`config.mk`:
```
export PLATFORM = sky130hd
export DESIGN_NAME = lsf_status_flags
export DESIGN_NICKNAME = d
export VERILOG_FILES = /design/src/lsf_pkg.sv /design/src/lsf_bias_counter.sv /design/src/lsf_flag.sv /design/src/lsf_status_flags.sv
export VERILOG_INCLUDE_DIRS = /design/src /design/src/src
export SDC_FILE = /design/constraint.sdc
export NUM_CORES = 1
export LEC_CHECK = 0
export ABC_CLOCK_PERIOD_IN_PS = 2600
export BUFFER_PORTS_ARGS = -buffer_cell sky130_fd_sc_hd__buf_2
export CAP_MARGIN = 40
export CORE_AREA = 8 8 114 105
export CTS_CLUSTER_DIAMETER = 150
export DETAILED_ROUTE_END_ITERATION = 10
export DIE_AREA = 0 0 122 113
export PLACE_DENSITY = 0.82
export SETUP_SLACK_MARGIN = 0.5
export SLEW_MARGIN = 20
export SYNTH_ARGS = -nofsm -noshare
export SYNTH_HDL_FRONTEND = slang
export SYNTH_SLANG_ARGS = --single-unit
```
`constraint.sdc`:
```
create_clock -name clk_i -period 2.6 [get_ports clk_i]
set_clock_uncertainty 0.15 [all_clocks]
set_input_delay 0.39 -clock clk_i [delete_from_list [all_inputs] [get_ports clk_i]]
set_output_delay 0.39 -clock clk_i [all_outputs]
set_load 0.02 [all_outputs]
```
`src/lsf_defines.svh`:
```
// Register offsets, field positions and reset values of the status flag bank.
// Operation
// - Bad DMA address sets bus error flag.
// - DMA reads of bad addresses return zeros.
// - Bias counter reaching zero sets bias flag.
// - Bias flag held clear while interval zero.
// - Expired bias counter reloads, halts until cleared.
// - Lower input FIFO overrun sets bit 4.
// - Lower input FIFO underrun sets bit 5.
// - Upper input FIFO overrun sets bit 6.
// - Upper input FIFO underrun sets bit 7.
// - Lower output FIFO overrun sets bit 8.
// - Lower output FIFO underrun sets bit 9.
// - Upper output FIFO overrun sets bit 10.
// - Upper output FIFO underrun sets bit 11.
// - Writing one clears flag; zero leaves it.
// - Set flag with mask zero raises interrupt, only while control bit 9 is clear (it resets to one).
// - Lower panel flags only in dual panel.
// - Reserved status bits ignore writes, read zero.
`ifndef LSF_DEFINES_SVH
`define LSF_DEFINES_SVH

`define LSF_CTRL_OFF 8'h00
`define LSF_STATUS_OFF 8'h04
`define LSF_MASK_OFF 8'h08

`define LSF_FLAG_LSB 2
`define LSF_FLAG_MSB 11
`define LSF_BIT_BUS_ERR 2
`define LSF_BIT_BIAS 3
`define LSF_BIT_FIFO_LSB 4

`define LSF_CTRL_DUAL 8
`define LSF_CTRL_ERM 9

`define LSF_CTRL_RST 32'h0000_0200
`define LSF_MASK_RST 32'h0000_0000
`define LSF_FLAGS_VALID 32'h0000_0ffc
`define LSF_LOWER_FLAGS 32'h0000_0330

`endif

```
`src/lsf_pkg.sv`:
```
// Types shared by the status flag bank and its users.
package lsf_pkg;

   // Bit order matches the status register, bit 11 down to bit 4.
   typedef struct packed {
      logic out_underrun_upper;
      logic out_overrun_upper;
      logic out_underrun_lower;
      logic out_overrun_lower;
      logic in_underrun_upper;
      logic in_overrun_upper;
      logic in_underrun_lower;
      logic in_overrun_lower;
   } lsf_fifo_ev_t;

   typedef struct packed {
      logic req;
      logic rd;
      logic bad;
   } lsf_dma_ev_t;

endpackage

```
`src/lsf_bias_counter.sv`:
```
// Bias transition counter: counts pin toggles down from the interval.
`timescale 1ns/1ps
module lsf_bias_counter #(
   parameter int API_W = 8
) (
   input wire logic clk_i,
   input wire logic rstn_i,
   input wire logic [API_W-1:0] interval_i,
   input wire logic toggle_i,
   input wire logic hold_i,
   output logic expire_o
);

   logic [API_W-1:0] count;
   wire logic active;
   wire logic [API_W-1:0] next_count;

   assign active = (interval_i != '0) && !hold_i && (count != '0);
   assign expire_o = active && toggle_i && (count == API_W'(1));

   // Zero count means freshly enabled; it loads before counting.
   assign next_count = (interval_i == '0) ? '0 :
                       (hold_i || count == '0 || expire_o) ? interval_i :
                       (active && toggle_i) ? count - API_W'(1) :
                       count;

   always_ff @(posedge clk_i) begin
      if (!rstn_i) begin
         count <= '0;
      end else begin
         count <= next_count;
      end
   end

endmodule

```
`src/lsf_flag.sv`:
```
// One sticky status flag: hardware sets, software clears by writing one.
`timescale 1ns/1ps
module lsf_flag (
   input wire logic clk_i,
   input wire logic rstn_i,
   input wire logic set_i,
   input wire logic clr_i,
   input wire logic force_clr_i,
   output logic flag_o
);

   wire logic next_flag;

   // A set in a write-one clearing cycle wins, so no event is lost; a forced clear beats the set.
   assign next_flag = force_clr_i ? 1'b0 :
                      set_i ? 1'b1 :
                      clr_i ? 1'b0 : flag_o;

   always_ff @(posedge clk_i) begin
      if (!rstn_i) begin
         flag_o <= 1'b0;
      end else begin
         flag_o <= next_flag;
      end
   end

endmodule

```
`src/lsf_status_flags.sv`:
```
// Display status flag bank with Wishbone register access and interrupt.
//
// Our own choices: the placing of the registers and register access over Wishbone.
`include "lsf_defines.svh"
`timescale 1ns/1ps
module lsf_status_flags #(
   parameter int ADR_W = 8,
   parameter int API_W = 8
) (
   input wire logic clk_i,
   input wire logic rstn_i,
   input wire logic wb_cyc_i,
   input wire logic wb_stb_i,
   input wire logic wb_we_i,
   input wire logic [ADR_W-1:0] wb_adr_i,
   input wire logic [3:0] wb_sel_i,
   input wire logic [31:0] wb_dat_i,
   output logic [31:0] wb_dat_o,
   output logic wb_ack_o,
   input wire lsf_pkg::lsf_fifo_ev_t fifo_ev_i,
   input wire lsf_pkg::lsf_dma_ev_t dma_ev_i,
   input wire logic [31:0] mem_rdata_i,
   output logic [31:0] dma_rdata_o,
   input wire logic bias_toggle_i,
   output logic bias_hold_o,
   output logic dual_panel_o,
   output logic irq_o
);
   import lsf_pkg::*;

   ////////////////////////////////////////////////////////////////////////
   // Bus decode.

   logic [31:0] ctrl;
   logic [31:0] flag_mask;
   wire logic [31:0] flags;
   wire logic req;
   wire logic bus_write;
   wire logic hit_ctrl;
   wire logic hit_status;
   wire logic hit_mask;
   wire logic [31:0] lane_mask;
   wire logic [31:0] rdata;
   wire logic status_wr;

   assign req = wb_cyc_i && wb_stb_i;
   // Writes act on the edge where ack is seen, as the master samples it.
   assign bus_write = req && wb_we_i && wb_ack_o;
   assign hit_ctrl = wb_adr_i == ADR_W'(`LSF_CTRL_OFF);
   assign hit_status = wb_adr_i == ADR_W'(`LSF_STATUS_OFF);
   assign hit_mask = wb_adr_i == ADR_W'(`LSF_MASK_OFF);
   assign status_wr = bus_write && hit_status;
   assign lane_mask = {{8{wb_sel_i[3]}}, {8{wb_sel_i[2]}},
                       {8{wb_sel_i[1]}}, {8{wb_sel_i[0]}}};
   // Unmapped addresses still ack so the master never hangs; they read 0.
   assign rdata = hit_ctrl ? ctrl :
                  hit_status ? flags :
                  hit_mask ? flag_mask : 32'h0000_0000;

   always_ff @(posedge clk_i) begin
      if (!rstn_i) begin
         wb_ack_o <= 1'b0;
         wb_dat_o <= 32'h0000_0000;
      end else begin
         wb_ack_o <= req && !wb_ack_o;
         wb_dat_o <= (req && !wb_ack_o) ? rdata : 32'h0000_0000;
      end
   end

   ////////////////////////////////////////////////////////////////////////
   // Control and mask registers.

   wire logic [31:0] next_ctrl;
   wire logic [31:0] next_mask;
   wire logic [API_W-1:0] bias_interval;
   wire logic dual_panel_select;
   wire logic error_int_mask;

   assign next_ctrl = (ctrl & ~lane_mask) | (wb_dat_i & lane_mask);
   assign next_mask = ((flag_mask & ~lane_mask) | (wb_dat_i & lane_mask))
                      & `LSF_FLAGS_VALID;
   assign bias_interval = ctrl[API_W-1:0];
   assign dual_panel_select = ctrl[`LSF_CTRL_DUAL];
   assign error_int_mask = ctrl[`LSF_CTRL_ERM];

   always_ff @(posedge clk_i) begin
      if (!rstn_i) begin
         ctrl <= `LSF_CTRL_RST;
         flag_mask <= `LSF_MASK_RST;
      end else begin
         if (bus_write && hit_ctrl) begin
            ctrl <= next_ctrl;
         end
         if (bus_write && hit_mask) begin
            flag_mask <= next_mask;
         end
      end
   end

   ////////////////////////////////////////////////////////////////////////
   // Event sources.

   wire logic bias_expire;
   wire logic [31:0] set_vec;
   wire logic [31:0] clr_vec;
   wire logic [31:0] force_vec;
   wire logic [31:0] fifo_set;
   wire logic [31:0] panel_gate;

   lsf_bias_counter #(
      .API_W(API_W)
   ) u_bias (
      .clk_i(clk_i),
      .rstn_i(rstn_i),
      .interval_i(bias_interval),
      .toggle_i(bias_toggle_i),
      .hold_i(flags[`LSF_BIT_BIAS]),
      .expire_o(bias_expire)
   );

   // Lower panel events only count when two panels are driven.
   assign panel_gate = dual_panel_select ? 32'hffff_ffff :
                       ~`LSF_LOWER_FLAGS;
   // Struct order maps straight onto bits 11..4
   assign fifo_set = ({20'h00000, fifo_ev_i, 4'h0}) & panel_gate;
   assign set_vec = fifo_set
                  | (32'(bias_expire) << `LSF_BIT_BIAS)
                  | (32'(dma_ev_i.req && dma_ev_i.bad)
                     << `LSF_BIT_BUS_ERR);
   assign clr_vec = status_wr ? (wb_dat_i & lane_mask) : 32'h0000_0000;
   assign force_vec = (bias_interval == '0) ?
                      (32'h0000_0001 << `LSF_BIT_BIAS) : 32'h0000_0000;

   // Each flag bit, 2 to 11, gets its own sticky cell; the other status bits are tied to zero.
   genvar gi;
   generate
      for (gi = 0; gi < 32; gi++) begin : g_bit
         if (gi >= `LSF_FLAG_LSB && gi <= `LSF_FLAG_MSB) begin : g_flag
            lsf_flag u_flag (
               .clk_i(clk_i),
               .rstn_i(rstn_i),
               .set_i(set_vec[gi]),
               .clr_i(clr_vec[gi]),
               .force_clr_i(force_vec[gi]),
               .flag_o(flags[gi])
            );
         end else begin : g_resv
            assign flags[gi] = 1'b0;
         end
      end
   endgenerate

   // Named views of the flags, in status register order.
   wire logic bus_error_flag;
   wire logic bias_count_flag;
   wire lsf_fifo_ev_t fifo_flags;

   assign bus_error_flag = flags[`LSF_BIT_BUS_ERR];
   assign bias_count_flag = flags[`LSF_BIT_BIAS];
   assign fifo_flags = flags[`LSF_FLAG_MSB:`LSF_BIT_FIFO_LSB];

   ////////////////////////////////////////////////////////////////////////
   // DMA read data and outputs.

   always_ff @(posedge clk_i) begin
      if (!rstn_i) begin
         dma_rdata_o <= 32'h0000_0000;
      end else if (dma_ev_i.rd) begin
         dma_rdata_o <= dma_ev_i.bad ? 32'h0000_0000 : mem_rdata_i;
      end
   end

   assign bias_hold_o = flags[`LSF_BIT_BIAS];
   assign dual_panel_o = dual_panel_select;
   assign irq_o = !error_int_mask && |(flags & ~flag_mask);
endmodule
```
==> insert_results.sql, run 1 <==
INSERT INTO impl_metrics (metric_group, metric, value, unit) VALUES
('finish', 'ff_latch_area', '0.00251', 'mm²'),
('run_status', 'status', 'completed', ''),
('drt', 'highest_routed_layer', 'met4', ''),
('finish', 'most-common-layout-cells', '159 x sky130_fd_sc_hd__buf_2, 121 x sky130_fd_sc_hd__dfxtp_1, 83 x sky130_fd_sc_hd__nor2_1', ''),
('clocking', 'clock_tree.buffer_depth', '2', ''),
('setup_path', 'r2r_setup_slack', '440', 'ps'),
('timing', 'fmax', '0.462', 'GHz'),
('yosys', 'synthCells', '524', ''),
('yosys', 'synth_cell_types', '40', ''),
('yosys', 'yosysSeqAreaShare', '0.523', ''),
('timing', 'slew_headroom', '0.597', ''),
('drt', 'antenna_violating_nets_post_route', '0', ''),
('finish', 'fillerInstances', '703', ''),
('setup_path', 'timing.rr.end', 'u_bias.count[4]', ''),
('floorplan', 'placementRows', '35', ''),
('finish', 'synth_to_layout_area_growth', '48.1', '%'),
('yosys', 'synth-edff-count', '0', ''),
('clocking', 'root_buffer', 'sky130_fd_sc_hd__clkbuf_8', ''),
('floorplan', 'ioPinCount', '161', ''),
('setup_path', 'worst_ep_required_time', '2880', 'ps'),
('finish', 'finish.instance_area', '0.00709', 'mm²'),
('worst_hold_path', 'min_delay_path_depth', '3', ''),
('pwr', 'p_leak', '3.41', 'nW'),
('global_route', 'number_of_antenna_violations_at_the_first_check_in_global_routing', '1', ''),
('drt', 'via_count', '4804', ''),
('yosys', 'flip_flop_and_latch_count_after_synthesis', '125', ''),
('job', 'timing.max_cap.violations', '0', ''),
('yosys', 'synthesis.area_per_instance', '9.14', 'µm²'),
('global_route', 'first_pass_grt_wire_length', '24.7', 'mm'),
('floorplan', 'die_w', '122', 'µm'),
('finish', 'layout.cells.most_common', 'sky130_fd_sc_hd__buf_2', ''),
('setup_path', 'timing.reg2reg.worst_path_depth', '5', ''),
('drt', 'route.met2.wl', '7.91', 'mm'),
('floorplan', 'core_area', '0.0100', 'mm²'),
('drt', 'wl', '15.6', 'mm'),
('timing', 'tightest_pin_transition', '603', 'ps'),
('floorplan', 'dieHeight', '113', 'µm'),
('place', 'gp_congestion', '0.879', ''),
('global_route', 'grt_pass1_vias', '5075', ''),
('global_route', 'grt_max_degree', '44', ''),
('floorplan', 'initial_core_utilization', '0.477', ''),
('place', 'port_buffers', '160', ''),
('pwr', 'irDropWorstVdd', '0.399', 'mV'),
('setup_path', 'critical_path.endpoint_type', 'register', ''),
('setup_path', 'crit_path_max_fanout', '9', ''),
('yosys', 'total_of_warnings_raised_by_yosys', '0', ''),
('yosys', 'syn-cell-area', '0.00479', 'mm²'),
('worst_hold_path', 'min-delay-path-class', 'in -> reg', ''),
('pwr', 'totalPowerFinal', '4.66', 'mW'),
('floorplan', 'die_area', '0.0138', 'mm²'),
('drt', 'detail_route.drc_violations', '0', ''),
('place', 'detailedPlacementHpwl', '9.92', 'mm'),
('setup_path', 'start_to_end_type_of_the_worst_setup_path', 'reg -> reg', ''),
('worst_hold_path', 'hold_path.startpoint', 'wb_dat_i[17]', ''),
('drt', 'dr_wl_met3', '1.40', 'mm'),
('pwr', 'pwr_dens', '658', 'mW/mm²'),
('global_route', 'globalRouteOverflowTotal', '0', ''),
('clocking', 'tritoncts', 'yes', ''),
('drt', 'dr_pass1_iterations', '5', ''),
('yosys', 'synth-async-reset-ratio', '0', ''),
('timing', 'drv_slew', '0', ''),
('finish', 'area_used_by_multi_input_combinational_logic', '0.00220', 'mm²'),
('drt', 'avgViaCountPerCell', '5.36', ''),
('timing', 'final.setup.tns', '0', 'ps'),
('yosys', 'synthesis.nets', '620', ''),
('clocking', 'cts_num_sinks', '125', ''),
('finish', 'drive_above_1_share', '0.304', ''),
('drt', 'first_iter_violations', '349', ''),
('timing', 'hold_ws', '9.23', 'ps'),
('clocking', 'clock_tree.htree_level_count', '4', ''),
('clocking', 'cts_inserted_buffers', '17', '');
## area by class of cell
class	count	share of cell area
repair buffers	237	0.218
multi-input cells	356	0.310
clock buffers	25	0.0697
diodes	1	0.000353
inverters	19	0.0108
clock inverters	5	0.0148
flip-flops and latches	125	0.354
well taps	129	0.0228
## layer usage
| layer | track usage | up-vias |
|---|---|---|
| met5 | 0 | - |
| met4 | 0.0846 | 0 |
| met3 | 0.0722 | 33 |
| met2 | 0.377 | 230 |
| met1 | 0.250 | 2276 |
| li1 | - | 2265 |
## cells in the mapped netlist (2+ instances only)
cell type,number,area [µm²]
sky130_fd_sc_hd__nand3_2,4,40.0
sky130_fd_sc_hd__nor2_1,83,312
sky130_fd_sc_hd__nand2_1,13,48.8
sky130_fd_sc_hd__nand2b_1,2,12.5
sky130_fd_sc_hd__inv_1,17,63.8
sky130_fd_sc_hd__clkbuf_2,2,10.0
sky130_fd_sc_hd__and3_1,2,12.5
sky130_fd_sc_hd__a31oi_1,6,37.5
sky130_fd_sc_hd__and2_1,23,144
sky130_fd_sc_hd__nor4_1,5,31.3
sky130_fd_sc_hd__a21oi_1,66,330
sky130_fd_sc_hd__o22ai_1,5,31.3
sky130_fd_sc_hd__or3_1,2,12.5
sky130_fd_sc_hd__o21a_1,3,22.5
sky130_fd_sc_hd__clkbuf_1,20,75.1
sky130_fd_sc_hd__o21ai_0,18,90.1
sky130_fd_sc_hd__a311oi_1,5,43.8
sky130_fd_sc_hd__a32oi_1,3,26.3
sky130_fd_sc_hd__nor2b_1,33,206
sky130_fd_sc_hd__nand3_1,3,15.0
sky130_fd_sc_hd__nand4_1,4,25.0
sky130_fd_sc_hd__ha_1,3,37.5
sky130_fd_sc_hd__and4_1,3,26.3
sky130_fd_sc_hd__mux2i_1,42,420
sky130_fd_sc_hd__dfxtp_1,125,2500
sky130_fd_sc_hd__nor3_1,18,90.1
## metrics by stage
| step | worst slack [ps] | utilization | std cells |
|---|---|---|---|
| after floorplan | 481 | - | 524 |
| after global placement | 209 | 0.569 | 795 |
| after detailed placement | 158 | 0.569 | 795 |
| after CTS | 484 | 0.696 | 890 |
| after global routing | 282 | 0.707 | 897 |
| final | 436 | 0.707 | 897 |
## repair_timing
| item | 4_1_cts | 5_1_grt |
|---|---|---|
| setup buffers | 0 | 6 |
| endpoints found under the hold margin | 62 | 0 |
| resized for setup | 7 | 21 |
| gates cloned | 0 | 0 |
| endpoints found under the setup margin | 6 | 15 |
| hold buffers | 65 | 0 |
| pin swaps | 0 | 3 |
## cell families (layout without fill, tap and decap cells)
kind of cell,Yosys count,in the layout,share of synthesized area
AOI/OAI and AO/OA,110,110,0.129
muxes,42,42,0.0878
buffers and inverters,43,286,0.0345
other,0,1,0
DFF,125,125,0.523
adders and majority gates,3,3,0.00784
and+or+nand+nor,201,201,0.218
## report_power, final
group / internal, mW / switching (mW)
combinational: 0.167 / 0.162
clock: 1.58 / 0.801
sequential: 1.94 / 0.0146
total: 3.69 / 0.977
## worst max path at each step
stage                     slack, ps               to                     startpoint  cells after the start
after floorplan                 480         register                    wb_adr_i[7]                      5
after global placement          210         register                    wb_adr_i[7]                      6
after detailed placement        160         register                    wb_adr_i[7]                      6
after CTS                       480            irq_o  g_bit[3].g_flag.u_flag.flag_o                      5
after global routing            280  u_bias.count[2]                       register                      5
final                           440  u_bias.count[4]                       register                      5
## critical path: stages, from the launching register on
cell and delay, ps:
sky130_fd_sc_hd__dfxtp_1 370, sky130_fd_sc_hd__nor4_2 580, sky130_fd_sc_hd__a21boi_1 340, sky130_fd_sc_hd__a21oi_1 330, sky130_fd_sc_hd__o21ai_0 170, sky130_fd_sc_hd__a21oi_1 150
(Power assumes the default switching activity.)
==> inputs of run 2 (changes only) <==
--- a/config.mk
+++ b/config.mk
@@ -6,7 +6,7 @@
 export SDC_FILE = /design/constraint.sdc
 export NUM_CORES = 1
 export LEC_CHECK = 0
-export ABC_CLOCK_PERIOD_IN_PS = 2600
+export ABC_CLOCK_PERIOD_IN_PS = 2200
 export BUFFER_PORTS_ARGS = -buffer_cell sky130_fd_sc_hd__buf_2
 export CAP_MARGIN = 40
 export CORE_AREA = 8 8 114 105
==> constraint.sdc (replaced) <==
create_clock -name clk_i -period 2.2 [get_ports clk_i]
set_clock_uncertainty 0.15 [all_clocks]
set_input_delay 0.33 -clock clk_i [delete_from_list [all_inputs] [get_ports clk_i]]
set_output_delay 0.33 -clock clk_i [all_outputs]
set_load 0.02 [all_outputs]
==> run 2 against run 1 <==
  * First-iteration DRC count is 32% higher
  * Final cell count is 5.7% higher
  * Design area is 10% higher
  * Combinational power is 36% higher
  * Critical endpoint is now irq_o
  * Largest cell class unchanged
  * Largest power group unchanged
  * Highest routed layer unchanged
==> insert_results.sql, run 2 (synthesis results as in run 1) <==
INSERT INTO impl_metrics (metric_group, metric, value, unit) VALUES
('timing', 'setup_viol', '0', ''),
('clocking', 'worst_skew_pair.late_latency', '530', 'ps'),
('pwr', 'power.combinational.fraction', '0.083', ''),
('clocking', 'root_buffer', 'sky130_fd_sc_hd__clkbuf_8', ''),
('worst_hold_path', 'min-delay-path-class', 'in -> reg', ''),
('worst_hold_path', 'min_delay_path_depth', '3', ''),
('timing', 'fmax', '0.503', 'GHz'),
('global_route', 'grt_resource_usage_total', '0.254', ''),
('floorplan', 'dieHeight', '113', 'µm'),
('pwr', 'irDropWorstVdd', '0.596', 'mV'),
('clocking', 'clock_tree.buffer_depth', '2', ''),
('pwr', 'cell_internal_pwr', '4.03', 'mW'),
('pwr', 'clockPowerShare', '0.489', ''),
('clocking', 'clock_tree.htree_level_count', '4', ''),
('clocking', 'cts_inserted_buffers', '17', ''),
('timing', 'rsz0062_at_grt', 'true', ''),
('finish', 'synth_to_layout_area_growth', '63.6', '%'),
('floorplan', 'die_w', '122', 'µm'),
('run_status', 'status', 'completed', ''),
('global_route', 'number_of_antenna_violations_at_the_first_check_in_global_routing', '1', ''),
('timing', 'fin_crit_sh', '0.904', ''),
('setup_path', 'timing.critical_path.max_delay_family', 'compound AO/OA/AOI/OAI gates', ''),
('setup_path', 'timing.reg2reg.worst_path_depth', '5', ''),
('drt', 'via_count', '5370', ''),
('setup_path', 'cp_data_arrival_time', '1510', 'ps'),
('global_route', 'globalRouteOverflowTotal', '0', ''),
('timing', 'drv_slew', '0', ''),
('finish', 'most-common-layout-cells', '158 x sky130_fd_sc_hd__buf_2, 104 x sky130_fd_sc_hd__dfxtp_1, 82 x sky130_fd_sc_hd__nor2_1', ''),
('floorplan', 'core_area', '0.0100', 'mm²'),
('place', 'detailedPlacementHpwl', '10.3', 'mm'),
('clocking', 'cts_num_sinks', '125', ''),
('setup_path', 'critical_path.startpoint_type', 'register', ''),
('drt', 'wl', '19.8', 'mm'),
('setup_path', 'crit_path_max_fanout', '2', ''),
('place', 'port_buffers', '160', ''),
('drt', 'detail_route.drc_violations', '0', ''),
('setup_path', 'critical_path.endpoint_type', 'output port', ''),
('global_route', 'first_pass_grt_wire_length', '27.9', 'mm'),
('setup_path', 'worst_ep_required_time', '1720', 'ps'),
('setup_path', 'critPathMaxStageDelay', '330', 'ps'),
('floorplan', 'die_area', '0.0138', 'mm²'),
('timing', 'tightest_pin_transition', '485', 'ps'),
('setup_path', 'crit_path_cell_trace', 'inv_2 -> o22ai_4 -> a221oi_2 -> a21oi_2 -> buf_6', ''),
('clocking', 'clkTransAtPathRegs', '70', 'ps'),
('global_route', 'grt_pass1_vias', '5534', ''),
('job', 'timing.max_cap.violations', '0', ''),
('pwr', 'totalPowerFinal', '5.39', 'mW'),
('drt', 'first_iter_violations', '460', ''),
('pwr', 'p_leak', '3.66', 'nW'),
('timing', 'slew_headroom', '0.677', ''),
('drt', 'routedWlPerCell', '20.9', 'µm'),
('pwr', 'p_sw', '1.36', 'mW'),
('setup_path', 'start_to_end_type_of_the_worst_setup_path', 'reg -> out', ''),
('finish', 'layout.cells.most_common', 'sky130_fd_sc_hd__buf_2', ''),
('timing', 'timing.final.ws_setup', '211', 'ps'),
('place', 'dpl_worst_slack', '-47.7', 'ps'),
('pwr', 'seq_power_share', '0.427', ''),
('setup_path', 'crit_cells', '5', ''),
('floorplan', 'ioPinCount', '161', ''),
('setup_path', 'r2r_setup_slack', '350', 'ps'),
('clocking', 'tritoncts', 'yes', ''),
('global_route', 'grt_max_degree', '48', ''),
('drt', 'avgViaCountPerCell', '5.66', ''),
('timing', 'finalHoldViolations', '0', ''),
('pwr', 'pwr_dens', '687', 'mW/mm²'),
('finish', 'drive_above_1_share', '0.384', ''),
('setup_path', 'critPathSlowestCell', 'sky130_fd_sc_hd__dfxtp_2', ''),
('drt', 'dr_pass1_iterations', '6', ''),
('place', 'gp_congestion', '0.810', ''),
('pwr', 'switching_share', '0.252', ''),
('setup_path', 'worst-path-buf-inv', '2', ''),
('finish', 'design.final.nets', '900', ''),
('timing', 'period_minus_slack', '1990', 'ps'),
('floorplan', 'initial_core_utilization', '0.477', ''),
('drt', 'antenna_violating_nets_post_route', '0', ''),
('floorplan', 'placementRows', '35', '');
## run 2: changes by cell type in the layout (fill, tap and decap cells not counted), moves of 5 or more
cell                            previous run  this run
sky130_fd_sc_hd__buf_4                    13        30
sky130_fd_sc_hd__buf_6                     0        15
sky130_fd_sc_hd__clkbuf_8                  6         1
sky130_fd_sc_hd__clkinv_4                  1         6
sky130_fd_sc_hd__dfxtp_1                 121       104
sky130_fd_sc_hd__dfxtp_2                   3        13
sky130_fd_sc_hd__dfxtp_4                   1         8
sky130_fd_sc_hd__dlygate4sd3_1            65        80
sky130_fd_sc_hd__inv_1                    15        10
sky130_fd_sc_hd__nand3_4                   0         5
sky130_fd_sc_hd__o21ai_0                  17        11
## run 2: power groups by stage
| stage | clock (mW) | sequential [mW] | combinational (mW) |
|---|---|---|---|
| 3_5_place_dp | 0 | 2.36 | 0.290 |
| 2_1_floorplan | 0 | 2.38 | 0.105 |
| 6_report | 2.63 | 2.30 | 0.449 |
| 5_1_grt | 2.74 | 2.30 | 0.474 |
| 3_3_place_gp | 0 | 2.36 | 0.279 |
| 4_1_cts | 2.62 | 2.31 | 0.412 |
## run 2: path summary, 6_finish.rpt
path	to	from
setup / recovery	irq_o	g_bit[6].g_flag.u_flag.flag_o
hold reg to reg	wb_dat_o[25]	register
hold / removal	register	rstn_i
setup reg to reg	wb_dat_o[5]	wb_ack_o
## run 2: cell type report
type	instances	area, µm²
antenna	2	5.00
clock buffer	18	418
clock inverter	14	138
fill	539	2190
inverter	19	78.8
multi-input combinational	356	2460
sequential	125	2550
tap	129	161
timing repair buffer	285	2020
## run 2: worst register-to-register path, stage by stage (launching register included)
cell and delay [ps]:
sky130_fd_sc_hd__dfxtp_2 340, sky130_fd_sc_hd__buf_4 130, sky130_fd_sc_hd__nor3_2 300, sky130_fd_sc_hd__nand2_2 170
sky130_fd_sc_hd__buf_4 190, sky130_fd_sc_hd__nor3_1 420
## run 2: repair_timing
item                                    in CTS  in global routing
endpoints found under the setup margin      57                 90
resized for setup                           52                 62
pin swaps                                   18                 29
hold endpoints to repair                    84                  0
buffers inserted                            17                 15
hold buffers                                80                  0
## run 2: stage by stage
step	cell area, µm²	setup TNS [ps]	std cells	util	hold WS [ps]
detailed placement	5820	-247	802	0.580	296
floorplan	4840	0	524	-	242
global route	7830	0	947	0.781	36.0
CTS	7480	0	931	0.746	3.10
global placement	5800	0	801	0.578	288
finish	7840	0	948	0.781	30.9
## run 2: per-layer routing
metal | share of wire | routed length, µm | track usage
met3 | 0.10 | 2030 | 0.0996
met5 | 0 | 0 | 0
met1 | 0.36 | 7140 | 0.273
met4 | 0.063 | 1250 | 0.138
met2 | 0.47 | 9370 | 0.421
